`src/fsg_pkg.sv`:
```
package fsg_pkg;

  localparam int unsigned ADDR_W = 24;
  localparam int unsigned SECT_W = 7;
  localparam int unsigned NUM_SECT = 128;
  localparam int unsigned SECT_LSB = 16;
  localparam int unsigned CNT_W = 16;

  // whole-byte check looks at the low three bits of the clock count
  localparam int unsigned BYTE_LSB_W = 3;

  // lock data field positions on lock_wdata_i
  localparam int unsigned LOCK_WR_POS = 0;
  localparam int unsigned LOCK_DN_POS = 1;

  localparam logic WEL_RST = 1'b0;
  localparam logic LOCK_RST = 1'b0;

  // supply-good settle time after power-on or a brown-out
  localparam int unsigned CLK_MHZ = 50;
  localparam int unsigned POR_TIME_US = 100;
  localparam int unsigned POR_CYCLES = POR_TIME_US * CLK_MHZ;
  localparam int unsigned POR_W = 16;

  typedef enum logic [2:0] {
    FSG_CMD_NONE = 3'b000,
    FSG_CMD_WREN = 3'b001,
    FSG_CMD_WRDI = 3'b010,
    FSG_CMD_PROGRAM = 3'b011,
    FSG_CMD_ERASE = 3'b100,
    FSG_CMD_REG_WRITE = 3'b101,
    FSG_CMD_LOCK_WRITE = 3'b110
  } fsg_cmd_t;

  typedef enum logic [1:0] {
    FSG_PWR_WAIT = 2'b00,
    FSG_PWR_RUN = 2'b01
  } fsg_pwr_t;

endpackage : fsg_pkg

```
`src/fsg_write_guard.sv`:
```
// Summary of operation
// - modifying commands need a whole-byte frame clock count.
// - arming command sets write enable latch; modifying commands need it.
// - program and erase refused in a sector whose write lock bit is one.
// - lock-down one freezes the sector write lock until reset.
// - sector lock bits change only when the lock update command executes.
// - lock update command ignored while the sector is locked down.
// - top select, msb zero: code n protects the top 2^(n-1) sectors.
// - bottom select, msb zero: code n protects the lowest 2^(n-1) sectors.
// - protect size msb set protects every sector.
// - reset and a settle timer inhibit data changes while supply is bad.
// - sector index is address bits 22:16 of the 24-bit address.
// - protect pin low blocks register writes to freeze the region.
`timescale 1ns/1ps
module fsg_write_guard #(
  parameter int unsigned POR_CYCLES = fsg_pkg::POR_CYCLES
) (
  input wire logic clk_i,
  input wire logic rst_b_i,
  input wire logic cmd_done_i,
  input wire logic [2:0] cmd_i,
  input wire logic [fsg_pkg::ADDR_W-1:0] addr_i,
  input wire logic [fsg_pkg::CNT_W-1:0] clk_count_i,
  input wire logic [1:0] lock_wdata_i,
  input wire logic top_bottom_i,
  input wire logic protect_size_msb_i,
  input wire logic protect_size_bit2_i,
  input wire logic protect_size_bit1_i,
  input wire logic protect_size_bit0_i,
  input wire logic write_protect_b_i,
  input wire logic supply_ok_i,
  input wire logic reject_clear_i,
  output logic grant_o,
  output logic refuse_o,
  output logic reject_flag_o,
  output logic wel_o,
  output logic inhibit_o,
  output logic [1:0] lock_status_o
);

  logic [2:0] wp_sync_r;
  logic [2:0] sup_sync_r;
  logic wp_b_r;
  logic sup_ok_r;
  fsg_pkg::fsg_pwr_t pwr_r;
  logic [fsg_pkg::POR_W-1:0] por_cnt_r;
  logic [fsg_pkg::NUM_SECT-1:0] lock_wr_r;
  logic [fsg_pkg::NUM_SECT-1:0] lock_dn_r;
  logic [fsg_pkg::SECT_W-1:0] sect;
  logic whole;
  logic inhibit;
  logic sect_ok;
  logic modify;
  logic ok;

  // true when the block-protect code covers the given sector
  function automatic logic bp_covers(
    input logic tb,
    input logic [3:0] bp,
    input logic [fsg_pkg::SECT_W-1:0] s
  );
    logic [fsg_pkg::SECT_W:0] size;
    logic hit;
    size = '0;
    hit = 1'b0;
    if (bp[3]) begin
      hit = 1'b1;
    end else if (bp[2:0] != 3'h0) begin
      size = (fsg_pkg::SECT_W+1)'(1) << (bp[2:0] - 3'h1);
      if (tb) begin
        hit = {1'b0, s} < size;
      end else begin
        hit = {1'b0, s} >= (8'h80 - size);
      end
    end
    return hit;
  endfunction : bp_covers

  // sector index from the address; bit 23 lies beyond the array
  assign sect = addr_i[fsg_pkg::SECT_LSB +: fsg_pkg::SECT_W];
  assign whole = clk_count_i[fsg_pkg::BYTE_LSB_W-1:0] == 3'h0;
  assign inhibit = (pwr_r != fsg_pkg::FSG_PWR_RUN) || !sup_ok_r;
  assign modify = (cmd_i == fsg_pkg::FSG_CMD_PROGRAM) ||
    (cmd_i == fsg_pkg::FSG_CMD_ERASE) ||
    (cmd_i == fsg_pkg::FSG_CMD_REG_WRITE) ||
    (cmd_i == fsg_pkg::FSG_CMD_LOCK_WRITE);

  always_comb begin
    sect_ok = 1'b0;
    case (cmd_i)
      fsg_pkg::FSG_CMD_PROGRAM,
      fsg_pkg::FSG_CMD_ERASE: begin
        sect_ok = !lock_wr_r[sect] &&
          !bp_covers(top_bottom_i, {protect_size_msb_i,
          protect_size_bit2_i, protect_size_bit1_i,
          protect_size_bit0_i}, sect);
      end
      fsg_pkg::FSG_CMD_REG_WRITE: begin
        sect_ok = wp_b_r;
      end
      fsg_pkg::FSG_CMD_LOCK_WRITE: begin
        sect_ok = !lock_dn_r[sect];
      end
      default: begin
        sect_ok = 1'b0;
      end
    endcase
  end

  // every check must pass; decisions use state from before the edge
  assign ok = modify && whole && wel_o && !inhibit && sect_ok;

  // pin synchronisers: value moves once stages two and three agree
  always_ff @(posedge clk_i or negedge rst_b_i) begin
    if (!rst_b_i) begin
      wp_sync_r <= 3'h7;
      sup_sync_r <= 3'h0;
      wp_b_r <= 1'b1;
      sup_ok_r <= 1'b0;
    end else begin
      wp_sync_r <= {wp_sync_r[1:0], write_protect_b_i};
      sup_sync_r <= {sup_sync_r[1:0], supply_ok_i};
      if (wp_sync_r[1] == wp_sync_r[2]) begin
        wp_b_r <= wp_sync_r[2];
      end
      if (sup_sync_r[1] == sup_sync_r[2]) begin
        sup_ok_r <= sup_sync_r[2];
      end
    end
  end

  // power-on settle timer, restarted by any supply drop
  always_ff @(posedge clk_i or negedge rst_b_i) begin
    if (!rst_b_i) begin
      pwr_r <= fsg_pkg::FSG_PWR_WAIT;
      por_cnt_r <= '0;
    end else begin
      case (pwr_r)
        fsg_pkg::FSG_PWR_WAIT: begin
          if (!sup_ok_r) begin
            por_cnt_r <= '0;
          end else if (por_cnt_r == fsg_pkg::POR_W'(POR_CYCLES - 1)) begin
            pwr_r <= fsg_pkg::FSG_PWR_RUN;
          end else begin
            por_cnt_r <= por_cnt_r + 1'b1;
          end
        end
        fsg_pkg::FSG_PWR_RUN: begin
          if (!sup_ok_r) begin
            pwr_r <= fsg_pkg::FSG_PWR_WAIT;
            por_cnt_r <= '0;
          end
        end
        default: begin
          pwr_r <= fsg_pkg::FSG_PWR_WAIT;
        end
      endcase
    end
  end

  // write enable latch
  // refused commands leave the latch armed
  always_ff @(posedge clk_i or negedge rst_b_i) begin
    if (!rst_b_i) begin
      wel_o <= fsg_pkg::WEL_RST;
    end else if (cmd_done_i && whole) begin
      if (cmd_i == fsg_pkg::FSG_CMD_WREN && !inhibit) begin
        wel_o <= 1'b1;
      end else if (cmd_i == fsg_pkg::FSG_CMD_WRDI || ok) begin
        wel_o <= 1'b0;
      end
    end
  end

  // sector lock bits, written by the lock update command and cleared by reset
  // a locked-down sector refuses the update itself, so its bits stay fixed
  always_ff @(posedge clk_i or negedge rst_b_i) begin
    if (!rst_b_i) begin
      lock_wr_r <= {fsg_pkg::NUM_SECT{fsg_pkg::LOCK_RST}};
      lock_dn_r <= {fsg_pkg::NUM_SECT{fsg_pkg::LOCK_RST}};
    end else if (cmd_done_i && ok &&
        cmd_i == fsg_pkg::FSG_CMD_LOCK_WRITE) begin
      lock_wr_r[sect] <= lock_wdata_i[fsg_pkg::LOCK_WR_POS];
      lock_dn_r[sect] <= lock_wdata_i[fsg_pkg::LOCK_DN_POS];
    end
  end

  // decision outputs
  always_ff @(posedge clk_i or negedge rst_b_i) begin
    if (!rst_b_i) begin
      grant_o <= 1'b0;
      refuse_o <= 1'b0;
      lock_status_o <= 2'h0;
    end else begin
      grant_o <= cmd_done_i && ok;
      refuse_o <= cmd_done_i && modify && !ok;
      if (cmd_done_i) begin
        lock_status_o <= {lock_dn_r[sect], lock_wr_r[sect]};
      end
    end
  end

  // sticky reject flag; a new reject wins over a clear
  always_ff @(posedge clk_i or negedge rst_b_i) begin
    if (!rst_b_i) begin
      reject_flag_o <= 1'b0;
    end else if (cmd_done_i && modify && !ok) begin
      reject_flag_o <= 1'b1;
    end else if (reject_clear_i) begin
      reject_flag_o <= 1'b0;
    end
  end

  always_ff @(posedge clk_i or negedge rst_b_i) begin
    if (!rst_b_i) begin
      inhibit_o <= 1'b1;
    end else begin
      inhibit_o <= inhibit;
    end
  end

endmodule : fsg_write_guard

```
`config.mk`:
```
export PLATFORM = sky130hd
export DESIGN_NAME = fsg_write_guard
export DESIGN_NICKNAME = d
export VERILOG_FILES = /design/src/fsg_pkg.sv /design/src/fsg_write_guard.sv
export SDC_FILE = /design/constraint.sdc
export NUM_CORES = 1
export LEC_CHECK = 0
export BUFFER_PORTS_ARGS = -buffer_cell sky130_fd_sc_hd__buf_2
export CORE_MARGIN = 5
export CORE_UTILIZATION = 56
export DETAILED_ROUTE_END_ITERATION = 8
export PLACE_DENSITY = 0.86
export SKIP_CTS_REPAIR_TIMING = 1
export SLEW_MARGIN = 20
export SYNTH_ARGS = -nofsm -noshare
export SYNTH_HDL_FRONTEND = slang
export SYNTH_SLANG_ARGS = --single-unit
```
`constraint.sdc`:
```
create_clock -name clk_i -period 2.18 [get_ports clk_i]
set_input_delay 0.109 -clock clk_i [delete_from_list [all_inputs] [get_ports clk_i]]
set_output_delay 0.109 -clock clk_i [all_outputs]
set_load 0.1 [all_outputs]
```
==> impl_summary.log <==
INFO  metric mean_instance_size_in_the_synthesized_netlist = 11.4 um2
INFO  metric postSynthNetCount = 1385
INFO  metric fmaxAchievable = 360 MHz
INFO  metric worstSetupPathType = reg2reg
INFO  metric placed_cell_area = 17500 um2
INFO  metric pin_count_of_the_biggest_net_entering_global_routing = 69
INFO  metric timing_worst_slew_pin_value = 0.896 ns
INFO  metric timing.critical_path.from = lock_dn_r[55]$_DFFE_PN0P_
INFO  metric final_cell_area = about 19000 um2
INFO  metric post-route-min-period = 2.78 ns
INFO  metric synth_edf_count = 0
INFO  metric design.portCount = 63
INFO  metric cts_buffer_depth = 3
INFO  metric htree_levels = 1
INFO  metric clk_root_buffer_cell = sky130_fd_sc_hd__clkbuf_16
INFO  metric worst-path-max-fanout = 5
INFO  metric area_inside_the_core_boundary = 26100 um2
INFO  metric syn-instance-count = 1313
INFO  metric slew_viol_final = 0
INFO  metric post-route-drc-count = 0
INFO  metric final_cell_mix = 282 x sky130_fd_sc_hd__dfrtp_1, 149 x sky130_fd_sc_hd__buf_4, 130 x sky130_fd_sc_hd__a21o_1
INFO  metric cts.reportedPaths.clkPinSlew = 0.06 ns
INFO  metric synth_warnings = 0
INFO  metric ys_types = between 60 and 70
INFO  metric dp_worst_setup_slack = -0.841 ns
INFO  metric ff2ff_setup_slack = -0.60 ns
INFO  metric clock-sinks = about 290
INFO  metric route.antenna.remaining_nets = 0
INFO  metric insertedDiodeCount = 0
INFO  metric wirelength = 46.8 mm
INFO  metric crit-reg2reg-launch = lock_dn_r[55]$_DFFE_PN0P_
INFO  metric hold_path.startpoint = protect_size_msb_i
INFO  metric timing.max_slew.rel_slack = approximately two fifths
INFO  metric netlist_area = 14900 um2
INFO  metric dieArea = around 30000 um2
INFO  metric worst-r2r-cell-count = 11
INFO  metric layout_utilization = 72.9%
INFO  metric layout.cells.most_common = sky130_fd_sc_hd__dfrtp_1
INFO  metric synth-seq-area-share = between 40% and 50%
INFO  metric postSynth.asyncResetShare = 100%
INFO  metric std_cell_rows = 59
INFO  metric clock_tree_from_tritoncts = done
INFO  metric failed_checks = setup timing
INFO  metric initial_utilization = 57.1%
INFO  metric outcome = finished with violations
INFO  metric via_per_inst = 6.96
INFO  metric die_height = 173 um
INFO  metric initial_antenna_violation_count = 0
INFO  metric finalNetCount = 1533
INFO  metric hold_depth = 5
INFO  metric place.port_buffers = 32
INFO  metric wire_length_of_the_first_global_routing_pass = 68.6 mm
INFO  metric place.detailed.hpwl = 27.5 mm
INFO  metric cts_inserted_buffers = 29
INFO  metric final_layout_size_suffix_gt1_share = 33.3%
INFO  metric routed_len_inst = 25.8 um
INFO  metric worst_ir_drop_vdd = slightly below 0.8 mV
INFO  metric die_x = 173 um
INFO  metric first_global_vias = 12.5k
INFO  metric crit_path_setup_slack_layout = -0.598 ns
INFO  metric synth_seq_cells = 288
INFO  metric groute.usage.overall = approximately 28%
INFO  metric unrepaired_setup_endpoints_after_global_routing = true
INFO  metric area_growth = 27.7%
INFO  metric final.period_utilization = 127%
INFO  metric crit-reg2reg-capture = lock_wr_r[61]$_DFFE_PN0P_
INFO  metric maxCapViolations = 0
INFO  metric gpl.final_weighted_congestion = just over 0.9
INFO  metric final-hold-violation-count = 0
INFO  metric p_per_area = 606 nW/um2
INFO  metric worst-endpoint-required = 2.63 ns
INFO  metric global_route.overflow_total = 0
INFO  metric min_delay_worst_endpoint = grant_o$_DFF_PN0_
INFO  metric clock_insertion_delay_at_the_later_pin_of_the_skew_report = 0.57 ns
INFO  metric cp-start-kind = flip-flop
INFO  metric ys.flop_type = sky130_fd_sc_hd__dfrtp_1
INFO  metric p_leak = between 10 and 15 nW
INFO  metric crit_path_end_kind = flip-flop
INFO  metric setup_violations = 261
INFO  metric critical_path_arrival = about 3.2 ns
INFO  metric drtPass1Iterations = 7
INFO  metric via_count = approximately 13k
INFO  metric total_power = roughly 12 mW
INFO  metric first_iter_violations = 2115
INFO  metric timing.hold.worst.class = in2reg
INFO  metric timing.clock.skew = 0.0137 ns
flip-flops by register name, indices dropped and copies added, names as in the netlist, 2 cells and up:
register	flops
lock_dn_r	128
sup_sync_r	3
wp_sync_r	3
lock_wr_r	128
por_cnt_r	16
lock_status_o	2
power by group:
group | leakage (nW) | internal [mW] | switching, mW
Combinational | 5.73 | 0.442 | 0.836
Sequential | 3.99 | 5.37 | 0.0243
Clock | 0.451 | 2.74 | 2.14
Total | 10.2 | 8.56 | 3.00
metal layers:
layer | global-route usage [%] | vias to the layer above | part of all wire (%)
li1 | - | 5227 | -
met1 | 36.9 | 6225 | 37
met2 | 44.9 | 899 | 47
met3 | 5.74 | 285 | 10
met4 | 11.8 | 0 | 5.9
met5 | 0 | - | 0
cell type report:
cell class	count	area, um2
clock buffers	43	828
clock inverters	8	80.1
fillers	1516	7070
inverters	11	41.3
multi-input cells	892	8050
flip-flops and latches	288	7220
well taps	335	419
repair buffers	239	2420
cells in the mapped netlist (7+ instances only):
| master | n | area (um2) |
|---|---|---|
| sky130_fd_sc_hd__mux2_1 | 58 | 653 |
| sky130_fd_sc_hd__a21o_1 | 130 | 976 |
| sky130_fd_sc_hd__nand3_1 | 17 | 85.1 |
| sky130_fd_sc_hd__mux2_2 | 76 | 856 |
| sky130_fd_sc_hd__buf_1 | 7 | 26.3 |
| sky130_fd_sc_hd__ha_1 | 16 | 200 |
| sky130_fd_sc_hd__buf_6 | 26 | 293 |
| sky130_fd_sc_hd__nor4_4 | 8 | 170 |
| sky130_fd_sc_hd__nand2b_1 | 16 | 100 |
| sky130_fd_sc_hd__a22o_1 | 17 | 149 |
| sky130_fd_sc_hd__nor4_1 | 48 | 300 |
| sky130_fd_sc_hd__buf_2 | 16 | 80.1 |
| sky130_fd_sc_hd__and2_1 | 12 | 75.1 |
| sky130_fd_sc_hd__nand4_1 | 70 | 438 |
| sky130_fd_sc_hd__inv_1 | 11 | 41.3 |
| sky130_fd_sc_hd__nand2_1 | 59 | 221 |
| sky130_fd_sc_hd__mux2i_1 | 91 | 911 |
| sky130_fd_sc_hd__nor3_1 | 11 | 55.1 |
| sky130_fd_sc_hd__o21ai_0 | 27 | 135 |
| sky130_fd_sc_hd__clkbuf_1 | 67 | 251 |
| sky130_fd_sc_hd__o22ai_1 | 40 | 250 |
| sky130_fd_sc_hd__a22oi_1 | 13 | 97.6 |
| sky130_fd_sc_hd__nor2b_1 | 15 | 93.8 |
| sky130_fd_sc_hd__dfrtp_1 | 283 | 7080 |
| sky130_fd_sc_hd__o21ai_1 | 11 | 55.1 |
| sky130_fd_sc_hd__buf_4 | 7 | 52.6 |
| sky130_fd_sc_hd__a21oi_1 | 13 | 65.1 |
| sky130_fd_sc_hd__nor2_1 | 38 | 143 |
| sky130_fd_sc_hd__nor4_2 | 20 | 250 |
through the flow:
stage                     hold WS [ns]  instances  setup TNS [ns]
after global placement          0.0820       1744         -185.60
after detailed placement        0.0870       1744         -198.06
after global routing            0.0246       1816         -136.31
final                          0.00227       1816         -119.66
after CTS                       -0.501       1795         -157.22
after floorplan                 -0.187       1313           -8.04
cell families (layout without fill, tap and decap cells):
group | after synthesis | in the layout | share of synthesized area [%]
xor gates and xnor gates | 10 | 10 | 0.587
muxes | 225 | 225 | 16.2
AOI/OAI and AO/OA | 303 | 303 | 14.5
and+or+nand+nor | 335 | 336 | 13.9
adders and majority gates | 18 | 18 | 1.48
buffers and inverters | 134 | 301 | 4.99
DFF | 288 | 288 | 48.3
worst max-delay path by stage:
stage	slack, ns	cells after the start	to
3_3_place_gp	-0.76	13	lock_dn_r[82]$_DFFE_PN0P_
5_1_grt	-0.65	11	lock_wr_r[61]$_DFFE_PN0P_
2_1_floorplan	-0.57	15	reject_flag_o$_DFFE_PN0P_
3_5_place_dp	-0.84	12	lock_wr_r[109]$_DFFE_PN0P_
4_1_cts	-0.68	10	lock_wr_r[109]$_DFFE_PN0P_
6_report	-0.60	11	lock_wr_r[61]$_DFFE_PN0P_
critical path, stage by stage, from the launching register on:
cell,delay (ns)
sky130_fd_sc_hd__dfrtp_1,0.40
sky130_fd_sc_hd__mux2i_1,0.19
sky130_fd_sc_hd__o22ai_1,0.11
sky130_fd_sc_hd__o21ai_1,0.17
sky130_fd_sc_hd__a41oi_2,0.23
sky130_fd_sc_hd__a221oi_4,0.34
sky130_fd_sc_hd__buf_6,0.21
sky130_fd_sc_hd__buf_12,0.11
sky130_fd_sc_hd__nand2_4,0.10
sky130_fd_sc_hd__buf_4,0.18
sky130_fd_sc_hd__nor4_4,0.25
sky130_fd_sc_hd__mux2_4,0.34
(Power assumes the default switching activity.)
